===== src/rtl/ctos_pkg.sv =====
// Purpose: Shared constants for the counter threshold output switch
// Assumes: APB byte addresses, one aligned 32-bit word per register
// Notes:   Channel c occupies byte window c * 64, selected by address bit CH_BIT
package ctos_pkg;
    localparam int          CH_NUM        = 2;
    localparam int          THR_NUM       = 8;
    localparam int          DATA_W        = 32;
    localparam int          ADDR_W        = 8;
    localparam int          CNT_W         = 4;
    localparam int          REF_W         = 2;
    localparam int          THR_IDX_W     = 3;
    localparam int          CH_BIT        = 6;
    // Register offsets inside one channel window
    localparam logic [5:0]  OFS_CTRL      = 6'h00;
    localparam logic [5:0]  OFS_COUNT     = 6'h04;
    localparam logic [5:0]  OFS_LEVEL     = 6'h08;
    localparam logic [5:0]  OFS_STATUS    = 6'h0C;
    localparam int          OFS_THR_BIT   = 5;
    // Control fields
    localparam int          CTRL_MAN      = 0;
    localparam int          CTRL_EN       = 1;
    localparam int          CTRL_FWD_DIS  = 3;
    localparam int          CTRL_BWD_DIS  = 4;
    localparam int          CTRL_REF_LSB  = 8;
    localparam logic [1:0]  REF_COUNTER   = 2'h0;
    // Status fields
    localparam int          STAT_OUT      = 0;
    localparam int          STAT_VALID    = 1;
    localparam int          STAT_DIR      = 2;
    localparam int          STAT_DIR_SEEN = 3;
    // Reset values and limits
    localparam logic [31:0] CTRL_RST      = 32'h0000_0000;
    localparam logic [3:0]  COUNT_RST     = 4'h0;
    localparam logic [3:0]  COUNT_MAX     = 4'h8;
    localparam logic [7:0]  LEVEL_RST     = 8'h00;
    localparam logic [31:0] THR_RST       = 32'h0000_0000;
endpackage


===== src/rtl/ctos_top.sv =====
// Purpose: Two independent encoder-driven threshold output channels with APB access
// Assumes: Encoder counter runs on mclk_i; count_pulse_i marks a counting step
// Notes:   Preset loads never reach this block as pulses, so they never switch
`timescale 1ns/1ps
`default_nettype none

// Operation
// - There are two independent channels, index 0 driving the first output and 1 the second.
// - With the reference selector at zero a channel compares its thresholds with the counter.
// - While automatic switching is enabled the manual output bit is ignored.
// - Enabling at standstill restores the last known switching state, or FALSE if none exists.
// - The active count goes up to eight and always activates thresholds one to k.
// - With forward disable clear, positive counting switches on thresholds one to eight.
// - With forward disable set and positive motion at enable time the output goes FALSE.
// - With backward disable clear, negative counting switches on thresholds one to eight.
// - With backward disable set and negative motion at enable time the output goes FALSE.
// - Enabling at standstill with a disabled direction uses the last observed direction.
// - Only a counting pulse reaching a threshold switches the output.
// - Loading a preset counter value never switches the output.
// - Each channel holds eight 32-bit thresholds and zero is a legal threshold.
// - Each threshold has its own programmable output level applied when it is reached.
// - With zero duration the applied level stays until the next threshold is reached.
module ctos_top (
    input  wire logic                         mclk_i,
    input  wire logic                         arst_n_i,
    input  wire logic                         ce_i,
    input  wire logic                         psel_i,
    input  wire logic                         penable_i,
    input  wire logic                         pwrite_i,
    input  wire logic [ctos_pkg::ADDR_W-1:0]  paddr_i,
    input  wire logic [ctos_pkg::DATA_W-1:0]  pwdata_i,
    output logic      [ctos_pkg::DATA_W-1:0]  prdata_o,
    output logic                              pready_o,
    output logic                              pslverr_o,
    input  wire logic [ctos_pkg::DATA_W-1:0]  count_value_i,
    input  wire logic                         count_pulse_i,
    input  wire logic                         count_dir_i,
    output logic      [ctos_pkg::CH_NUM-1:0]  out_o
);
    import ctos_pkg::*;

    logic                rst_meta;
    logic                rst_sync_n;
    logic                next_rst_meta;
    logic                next_rst_sync_n;

    logic [DATA_W-1:0]   prdata;
    logic                pready;
    logic                pslverr;
    logic [DATA_W-1:0]   next_prdata;
    logic                next_pready;
    logic                next_pslverr;
    logic                wr_en;
    logic                ch_sel;
    logic [5:0]          ofs;
    logic                ofs_ok;
    logic                sel_ctrl;
    logic                sel_count;
    logic                sel_level;
    logic                sel_status;
    logic                sel_thr;
    logic [THR_IDX_W-1:0] thr_idx;
    logic [DATA_W-1:0]   rd_word [CH_NUM];
    logic [CH_NUM-1:0]   out_q;

    // Only the second stage is read by logic
    always_comb begin
        next_rst_meta   = 1'b1;
        next_rst_sync_n = rst_meta;
    end

    // Async assert, clocked release
    always_ff @(posedge mclk_i or negedge arst_n_i) begin
        if (!arst_n_i) begin
            rst_meta   <= 1'b0;
            rst_sync_n <= 1'b0;
        end else begin
            rst_meta   <= next_rst_meta;
            rst_sync_n <= next_rst_sync_n;
        end
    end

    // Channel from the window bit, offset within the window
    assign ch_sel = paddr_i[CH_BIT];
    assign ofs    = paddr_i[5:0];

    // One decode shared by error check, writes and reads
    assign sel_ctrl   = (ofs == OFS_CTRL);
    assign sel_count  = (ofs == OFS_COUNT);
    assign sel_level  = (ofs == OFS_LEVEL);
    assign sel_status = (ofs == OFS_STATUS);
    assign sel_thr    = ofs[OFS_THR_BIT];
    assign thr_idx    = ofs[OFS_THR_BIT-1:2];
    assign ofs_ok = (paddr_i[ADDR_W-1] == 1'b0) && (ofs[1:0] == 2'b00)
                  && (sel_thr || sel_ctrl || sel_count || sel_level || sel_status);
    // Write lands only at the completing edge
    assign wr_en  = psel_i && penable_i && pready && pwrite_i && ofs_ok;

    // One wait state keeps read data registered
    always_comb begin
        next_pready  = 1'b0;
        next_prdata  = prdata;
        next_pslverr = 1'b0;
        if (psel_i && penable_i && !pready) begin
            next_pready  = 1'b1;
            next_pslverr = !ofs_ok;
            next_prdata  = (ofs_ok && !pwrite_i) ? rd_word[ch_sel] : '0;
        end
    end

    // ce_i low stalls the answer as well
    always_ff @(posedge mclk_i or negedge rst_sync_n) begin
        if (!rst_sync_n) begin
            prdata  <= '0;
            pready  <= 1'b0;
            pslverr <= 1'b0;
        end else if (ce_i) begin
            prdata  <= next_prdata;
            pready  <= next_pready;
            pslverr <= next_pslverr;
        end
    end

    assign prdata_o  = prdata;
    assign pready_o  = pready;
    assign pslverr_o = pslverr;
    assign out_o     = out_q;

    for (genvar c = 0; c < CH_NUM; c++) begin : g_ch
        logic [DATA_W-1:0]  ctrl;
        logic [CNT_W-1:0]   cnt;
        logic [THR_NUM-1:0] lvl;
        logic [DATA_W-1:0]  thr [THR_NUM];
        logic               out_lvl;
        logic               last_state;
        logic               state_valid;
        logic               last_dir;
        logic               dir_seen;
        logic               en_d;

        logic [DATA_W-1:0]  next_ctrl;
        logic [CNT_W-1:0]   next_cnt;
        logic [THR_NUM-1:0] next_lvl;
        logic [DATA_W-1:0]  next_thr [THR_NUM];
        logic               next_out_lvl;
        logic               next_last_state;
        logic               next_state_valid;
        logic               next_last_dir;
        logic               next_dir_seen;
        logic               next_en_d;

        logic [THR_NUM-1:0] match;
        logic               hit;
        logic               hit_lvl;
        logic               auto_on;
        logic               en_rise;
        logic               dir_dis;
        logic               old_dis;
        logic               restore;
        logic               ch_wr;
        logic               wr_ctrl;
        logic               wr_count;
        logic               wr_level;
        logic               wr_thr;

        for (genvar i = 0; i < THR_NUM; i++) begin : g_thr
            // Zero compares like any other value
            assign match[i] = (CNT_W'(i) < cnt) && (count_value_i == thr[i]);
        end

        always_comb begin
            hit     = 1'b0;
            hit_lvl = 1'b0;
            // Lowest active index wins on duplicates
            for (int i = THR_NUM - 1; i >= 0; i--) begin
                if (match[i]) begin
                    hit     = 1'b1;
                    hit_lvl = lvl[i];
                end
            end
        end

        assign ch_wr   = wr_en && (ch_sel == 1'(c));
        assign wr_ctrl  = ch_wr && sel_ctrl;
        assign wr_count = ch_wr && sel_count;
        assign wr_level = ch_wr && sel_level;
        assign wr_thr   = ch_wr && sel_thr;

        assign auto_on = ctrl[CTRL_EN]
                       && (ctrl[CTRL_REF_LSB +: REF_W] == REF_COUNTER);
        // First cycle in which ctrl shows enable
        assign en_rise = ctrl[CTRL_EN] && !en_d;
        assign dir_dis = count_dir_i ? ctrl[CTRL_FWD_DIS] : ctrl[CTRL_BWD_DIS];
        // Standstill enable falls back on the last seen direction
        assign old_dis = dir_seen && (last_dir ? ctrl[CTRL_FWD_DIS] : ctrl[CTRL_BWD_DIS]);
        // No recorded state yet means FALSE
        assign restore = state_valid ? last_state : 1'b0;

        always_comb begin
            next_ctrl        = ctrl;
            next_cnt         = cnt;
            next_lvl         = lvl;
            next_thr         = thr;
            next_out_lvl     = out_lvl;
            next_last_state  = last_state;
            next_state_valid = state_valid;
            next_last_dir    = last_dir;
            next_dir_seen    = dir_seen;
            next_en_d        = ctrl[CTRL_EN];
            if (wr_thr) begin
                next_thr[thr_idx] = pwdata_i;
            end
            if (wr_ctrl) begin
                next_ctrl = pwdata_i;
            end
            if (wr_count) begin
                // Larger requests saturate at eight
                next_cnt = (pwdata_i > DATA_W'(COUNT_MAX)) ? COUNT_MAX
                         : pwdata_i[CNT_W-1:0];
            end
            if (wr_level) begin
                next_lvl = pwdata_i[THR_NUM-1:0];
            end
            // Direction is trusted only alongside a pulse
            if (count_pulse_i) begin
                next_last_dir = count_dir_i;
                next_dir_seen = 1'b1;
            end
            if (!ctrl[CTRL_EN]) begin
                next_out_lvl = ctrl[CTRL_MAN];
            end else if (auto_on) begin
                if (en_rise) begin
                    if (count_pulse_i) begin
                        next_out_lvl = dir_dis ? 1'b0 : restore;
                    end else begin
                        next_out_lvl = old_dis ? 1'b0 : restore;
                    end
                    next_last_state  = next_out_lvl;
                    next_state_valid = 1'b1;
                end else if (count_pulse_i && !dir_dis && hit) begin
                    next_out_lvl     = hit_lvl;
                    next_last_state  = hit_lvl;
                    next_state_valid = 1'b1;
                end
            end
        end

        // Whole channel freezes while ce_i is low
        always_ff @(posedge mclk_i or negedge rst_sync_n) begin
            if (!rst_sync_n) begin
                ctrl        <= CTRL_RST;
                cnt         <= COUNT_RST;
                lvl         <= LEVEL_RST;
                thr         <= '{default: THR_RST};
                out_lvl     <= 1'b0;
                last_state  <= 1'b0;
                state_valid <= 1'b0;
                last_dir    <= 1'b0;
                dir_seen    <= 1'b0;
                en_d        <= 1'b0;
            end else if (ce_i) begin
                ctrl        <= next_ctrl;
                cnt         <= next_cnt;
                lvl         <= next_lvl;
                thr         <= next_thr;
                out_lvl     <= next_out_lvl;
                last_state  <= next_last_state;
                state_valid <= next_state_valid;
                last_dir    <= next_last_dir;
                dir_seen    <= next_dir_seen;
                en_d        <= next_en_d;
            end
        end

        assign out_q[c] = out_lvl;

        // Unmapped offsets read zero; the error flag is set elsewhere
        always_comb begin
            rd_word[c] = '0;
            if (sel_thr) begin
                rd_word[c] = thr[thr_idx];
            end else if (sel_ctrl) begin
                rd_word[c] = ctrl;
            end else if (sel_count) begin
                rd_word[c][CNT_W-1:0] = cnt;
            end else if (sel_level) begin
                rd_word[c][THR_NUM-1:0] = lvl;
            end else if (sel_status) begin
                rd_word[c][STAT_OUT]      = out_lvl;
                rd_word[c][STAT_VALID]    = state_valid;
                rd_word[c][STAT_DIR]      = last_dir;
                rd_word[c][STAT_DIR_SEEN] = dir_seen;
            end
        end
    end
endmodule

`default_nettype wire

===== config.mk =====
export PLATFORM = sky130hd
export DESIGN_NAME = ctos_top
export DESIGN_NICKNAME = d
export VERILOG_FILES = /design/src/rtl/ctos_pkg.sv /design/src/rtl/ctos_top.sv
export SDC_FILE = /design/constraint.sdc
export NUM_CORES = 1
export LEC_CHECK = 0
export ABC_AREA = 1
export BUFFER_PORTS_ARGS = -buffer_cell sky130_fd_sc_hd__buf_2
export CORE_UTILIZATION = 30
export CTS_CLUSTER_SIZE = 10
export DETAILED_ROUTE_END_ITERATION = 8
export SETUP_SLACK_MARGIN = 0.5
export SLEW_MARGIN = 20
export SYNTH_ARGS = -nofsm -noshare
export SYNTH_HDL_FRONTEND = slang
export SYNTH_SLANG_ARGS = --single-unit

===== constraint.sdc =====
create_clock -name mclk_i -period 27.3 [get_ports mclk_i]
set_input_delay 2.73 -clock mclk_i [delete_from_list [all_inputs] [get_ports mclk_i]]
set_output_delay 2.73 -clock mclk_i [all_outputs]
set_load 0.05 [all_outputs]

* After elaboration in Yosys (flattened, before gate mapping)
Index checks and enable logic that the tools add are counted.
** Word-level totals
- Output and inout port bits :: 36
- Word-level logic and storage cells :: 249
- Register bits after elaboration :: 646
- Input port bits :: 80
** Operators by class
- $lt $le $gt $ge :: 20
- Eq/ne operators :: 23
- Reduce and logical (&&, ||, !) cells :: 76
- Mux-type cells :: 89
- Bitwise gates (word level) :: 4
** Operators with widths (number)
- $bwmux W256 :: 2
- $eq A32 B32 Y1 :: 16
- $mux W32 :: 11
- $bmux W32 S3 :: 2
- $demux W32 S3 :: 1
- $mux W1 :: 58
- $mux W24 :: 2
- $logic_and A1 B1 Y1 :: 45
- $mux W4 :: 11
- $gt A32 B4 Y1 const B :: 1
- $lt A3 B4 Y1 const A :: 8
- $reduce_and A2 Y1 :: 10
- $lt A1 B4 Y1 const A :: 4
- $lt A2 B4 Y1 const A :: 4
- $mux W8 :: 2
- $eq A6 B4 Y1 const B :: 2
- $reduce_and A4 Y1 :: 2
- $logic_not A1 Y1 :: 7
- $eq A6 B3 Y1 const B :: 1
- $logic_not A2 Y1 :: 3
- $logic_not A6 Y1 :: 1
- $ne A3 B1 Y1 const B :: 2
- $reduce_and A3 Y1 :: 2
- $ge A4 B4 Y1 const B :: 1
- 8 further kinds :: 14

* Longest topological paths before layout
- Depth in word-level cells :: 15
- Gate-level depth with buffers :: 24
- Depth with buffers taken out :: 22

* Worst setup path before layout
No wires, ideal clock.
- Path kind :: input-to-reg
- Start :: in count_value_i[20] (netlist bit)
- End :: reg g_ch[1].out_lvl
- Setup time :: 116 ps
- Data required time :: 27184 ps
- Stages on the path :: 16
- Path slack :: 22971 ps
- Path buffers :: 2
- Arrival time :: 4212 ps
- Cell sequence :: buf_2 buf_6 xor2_1 nor4_1 nand2_1 nor2_1 nand3_1 or2_0 nand2_1 nand2_1 nand2_1 nand2_1 nand2_2 nand3_2 nand2_1 nand2_1
** On the way
- Cells in the longest elaborated chain, start to end :: 14
- Elaborated cells on any way between the ends :: 39
- Classes of those cells :: 9 x eq/ne; 20 x mux; 10 x reduce/logical
** RTL lines
- start, declared :: RTL line ctos_top.sv:35 : input wire logic [ctos_pkg::DATA_W-1:0] count_value_i,
- $eq A32 B32 Y1 :: RTL line ctos_top.sv:168 : assign match[i] = (CNT_W'(i) < cnt) && (count_value_i == thr[i]);
- $logic_and A1 B1 Y1 :: RTL line ctos_top.sv:168
- $mux W1 (8 in a row) :: RTL line ctos_top.sv:176 : if (match[i]) begin
- $mux W1 :: RTL line ctos_top.sv:240 : end else if (count_pulse_i && !dir_dis && hit) begin
- $mux W1 :: RTL line ctos_top.sv:232 : if (en_rise) begin
- $mux W1 :: RTL line ctos_top.sv:231 : end else if (auto_on) begin
- $mux W1 :: RTL line ctos_top.sv:229 : if (!ctrl[CTRL_EN]) begin
- end signal, assigned :: RTL line ctos_top.sv:266 : out_lvl <= next_out_lvl;
- end, declared :: RTL line ctos_top.sv:134 : logic out_lvl;
Several ways; a longest one is shown, not always the timed one. The select of a mux whose other input is x is not followed.
A chain may end at the register's enable or synchronous reset.

* Worst setup path in the final report
- Start :: in paddr_i[3] (netlist bit)
- End :: reg prdata[9], in the netlist prdata_o[9]
** On the way
- Cells in the longest elaborated chain, start to end :: 9
- Elaborated cells on any way between the ends :: 25
- Classes of those cells :: 3 x eq/ne; 14 x mux; 1 x bitwise; 7 x reduce/logical
** RTL lines
- start, declared :: RTL line ctos_top.sv:30 : input wire logic [ctos_pkg::ADDR_W-1:0] paddr_i,
- $not A3 Y4 (not written as such) :: RTL line ctos_top.sv:281 : rd_word[c] = thr[thr_idx];
- $bmux W32 S3 :: RTL line ctos_top.sv:281
- $mux W32 (not written as such) (2 in a row) :: RTL line ctos_top.sv:281
- $mux W32 :: RTL line ctos_top.sv:280 : if (sel_thr) begin
- $mux W32 (not written as such) (3 in a row) :: RTL line ctos_top.sv:107 : next_prdata = (ofs_ok && !pwrite_i) ? rd_word[ch_sel] : '0;
- $mux W32 * :: RTL line ctos_top.sv:107
- end signal, assigned :: RTL line ctos_top.sv:118 : prdata <= next_prdata;
- end, declared :: RTL line ctos_top.sv:47 : logic [DATA_W-1:0] prdata;
Every way passes the cells marked *; elsewhere a longest branch is shown, timed or not. The select of a mux whose other input is x is not followed.

==> flow_summary.toml <==
[pwr]
power_frac_seq_pct = 42.4
p_int_mw = 1.62
ir_drop_mv = 0.0433
sw_frac_of_total_pct = 28.7
power.share.clock_pct = 46.5
p_switching_uw = 654
p_per_area_nw_per_um2 = 58.8
comb_power_share_pct = 11.1
leakage_nw = 16.9

[placed_design]
dp_cells = 5717
place_hpwl_um = 154000
portBuffers = 115
preCtsSetupSlack_ns = 20.94
gp_congestion = 1.10
placed_area_um2 = 36200

[min_path]
hp-start = "next_rst_sync_n"
holdPathStages = 0
holdCritPathClass = "reg -> reg"
min_to = "rst_sync_n"

[worst_setup_path]
cp.arrival_ns = 6.57
critPathCaptureType = "flop"
reg2reg_depth = 16
critPathBufInv = 6
cp.required_ns = 27.91
path_common_cell = "buf_4"
worst-path-max-fanout = 44
r2r_slack_ns = 23.46
crit_type = "in -> reg"
worst_path_max_delay_cell = "buf_4"
regToRegStartpoint = "g_ch[1].cnt[3]"
cp_top_family = "buffers and inverters"
start_kind = "input pin"
slowest_delay_ns = 0.71
reg2reg_to = "g_ch[1].last_state"
path_cells = "buf_2 -> inv_2 -> nor2_2 -> buf_4 -> inv_4 -> buf_4 -> buf_4 -> o221ai_1 -> a221oi_1 -> nor3_1 -> o21ai_0 -> a32o_1"

[timing]
rsz0062_at_grt = "no"
hold_viol_final = 0
fmax_mhz = 168
setup_viol = 0
period_needed_ns = 5.96
worst_slack_ns = 21.34
relSlewSlack_pct = 19.4
drv_slew = 0
tightestPinTransition_ns = 1.20
whs_ns = 0.354
fin_setup_tns_ns = 0
skew_ns = 0.0305
post-route-period-util_pct = 21.8

[floorplanning]
io-pin-count = 116
start_util_pct = 30.4
placement_rows = 124
core_area_um2 = 115000
die_y_um = 343
die_x_um = 343
dieArea_um2 = 118000

[clocking]
cts.sinks = 646
cts_root_buf = "clkbuf_16"
ctsHtreeMaxLevel = 3
cts_inserted_buffers = 80
cts_buffer_depth = 3
cts_tree = "yes"
ctsResizeCount = 0
cts_setup_buffers = 0
clk_pin_slew_ns = 0.06
clk_latency_ns = 0.68
cts_hold_buf = 0

[global_routing]
antenna_found_initial = 26
grt_pass1_wl_um = 292000
grt_max_degree = 72
grt_pass1_vias = 32257
track_usage_pct = 36.6
gr-total-overflow = 0

[logic_synthesis]
synth_top_family_by_area = "compound AO/OA/AOI/OAI gates"
synth-xor-area-share_pct = 5.53
synth_seq_area_share_pct = 46.4
synth-compound-area-share_pct = 21.4
synth_nets = 4436
synthCells = 4356
synthArstFlopShare_pct = 100
synthFlopType = "dfrtp_1"
synth_edf_count = 0
yosys.area_share.adder_pct = 0
synth_area_um2 = 34900
yosys_warnings = 0
avgSynthCellArea_um2 = 8.00
synthSimpleGateAreaFrac_pct = 19.8
ys_types = 57
synthMuxAreaShare_pct = 0
ys_ff_latch = 646

[final_layout]
syn_to_final_growth_pct = 11.0
final_nets = 4367
drive_gt1_share_pct = 8.60
final_cell_area_um2 = 38700
fin_cells = 5849
fillers = 12257

[route]
drt_iter0_drc = 5244
routed_wl_um = 219000
dr.pass1.iters = 6
drt-vias-per-instance = 6.09
vias = 35617
wl_per_cell_um = 37.4
ant_nets = 0
drcViolationCount = 0

[status]
status = "finished, final reports clean"

[flow_run]
maxCapViolCount = 0
## worst reg2reg max path, stage by stage, from the launching register on
cell and delay, ns:
dfrtp_1 0.37, inv_1 0.21, nand2_1 0.29, o21ai_0 0.49
nor4_1 0.76, nand2_1 0.13, nor2_1 0.13, nand3_1 0.48
or2_0 0.39, nand2_1 0.07, nand2_1 0.05, nand2_1 0.08
nand2_1 0.06, nand2_2 0.07, nand2_1 0.05, nand2_1 0.05
nand2_1 0.04
## power groups by stage
| stage | registers [mW] | logic [mW] | clock network (mW) |
|---|---|---|---|
| detailed placement | 0.982 | 0.241 | 0 |
| floorplan | 0.998 | 0.111 | 0 |
| CTS | 0.965 | 0.241 | 1.06 |
| global route | 0.965 | 0.256 | 1.10 |
| global placement | 0.982 | 0.242 | 0 |
| finish | 0.965 | 0.253 | 1.06 |
## layout by cell type, fill, tap and decap left out, types with 61 or more instances in the layout
cell / count
inv_1: 188
buf_2: 114
o22ai_1: 187
nor3_1: 65
nor2_1: 316
clkbuf_16: 84
dfrtp_1: 645
nand2_1: 1086
xor2_1: 102
nand3_1: 61
xnor2_1: 116
a21oi_1: 75
o21ai_0: 736
## per-layer routing
metal	GRT usage [%]	vias up	share of wire, %
met5	0	-	0.065
met4	22.3	24	7.4
met3	12.3	614	12
met2	51.9	2587	41
met1	47.7	17747	40
li1	-	14645	-
## sequential cells by signal, summed over array words and instances (netlist names)
name              count
g_ch.lvl             16
next_rst_sync_n       1
rst_sync_n            1
g_ch.cnt              8
pslverr_o             1
g_ch.state_valid      2
g_ch.last_state       2
g_ch.last_dir         1
g_ch.ctrl            64
g_ch.thr            512
g_ch.out_lvl          2
prdata_o             32
pready_o              1
g_ch.en_d             2
g_ch.dir_seen         1
## cells by family (layout without fill, tap and decap cells)
family	after synthesis	after routing
flops	646	646
xor+xnor	220	220
buf+inv	538	506
simple gates	1663	1663
other cells	1	14
compound gates	1288	1288
## how the worst max path moves through the flow
stage / endpoint / cells after the start / slack [ns] / start
finish: prdata_o[9] / 12 / 21.34 / paddr_i[3]
global route: prdata_o[9] / 12 / 21.38 / paddr_i[3]
CTS: prdata_o[13] / 12 / 21.62 / paddr_i[3]
detailed placement: prdata_o[13] / 12 / 20.94 / paddr_i[3]
global placement: g_ch[0].out_lvl / 17 / 20.68 / count_value_i[10]
floorplan: g_ch[0].cnt[0] / 0 / 7.96 / rst_sync_n
## synth_stat cells (3+ instances only)
library cell | number | area share (%)
nand2_2 | 3 | 0.054
o311ai_0 | 14 | 0.35
nor2_2 | 6 | 0.11
o21ai_0 | 737 | 11
inv_4 | 4 | 0.072
o211ai_1 | 21 | 0.45
buf_1 | 12 | 0.13
nand4_1 | 36 | 0.65
o32ai_1 | 9 | 0.23
a21oi_1 | 75 | 1.1
clkbuf_1 | 152 | 1.6
buf_6 | 25 | 0.81
o221ai_1 | 59 | 1.5
o2111ai_1 | 8 | 0.20
nor2_1 | 316 | 3.4
a31oi_1 | 3 | 0.054
a221o_1 | 5 | 0.14
xor2_1 | 102 | 2.6
o22ai_1 | 187 | 3.4
nand2_1 | 1090 | 12
a22oi_1 | 5 | 0.11
o21ai_1 | 58 | 0.83
inv_1 | 191 | 2.1
clkinv_1 | 3 | 0.032
a22o_1 | 24 | 0.60
buf_2 | 114 | 1.6
o32a_1 | 4 | 0.11
nor4_1 | 26 | 0.47
nand3b_1 | 5 | 0.11
dfrtp_1 | 646 | 46
nor3_1 | 65 | 0.93
a221oi_1 | 11 | 0.28
or2_2 | 23 | 0.41
o31ai_1 | 41 | 0.88
nand2_4 | 17 | 0.55
buf_4 | 12 | 0.26
xnor2_1 | 118 | 3.0
nand3_1 | 61 | 0.88
inv_2 | 22 | 0.24
a211oi_1 | 17 | 0.37
a32o_1 | 6 | 0.17
nor3_2 | 3 | 0.086
## cell type report
class | count | area, µm² | area share (%)
tap | 1512 | 1890 | 4.89
clock inverter | 11 | 173 | 0.446
sequential | 646 | 16200 | 41.8
multi-input combinational | 3172 | 16400 | 42.2
antenna | 13 | 32.5 | 0.0841
timing repair buffer | 165 | 953 | 2.46
inverter | 222 | 860 | 2.22
clock buffer | 108 | 2270 | 5.87
## metrics by stage
step | total power [mW] | util [%]
2_1_floorplan | 1.11 | -
3_3_place_gp | 1.22 | 31.5
3_5_place_dp | 1.22 | 31.5
4_1_cts | 2.27 | 33.7
5_1_grt | 2.32 | 33.7
6_report | 2.28 | 33.7
(Power assumes the default switching activity.)
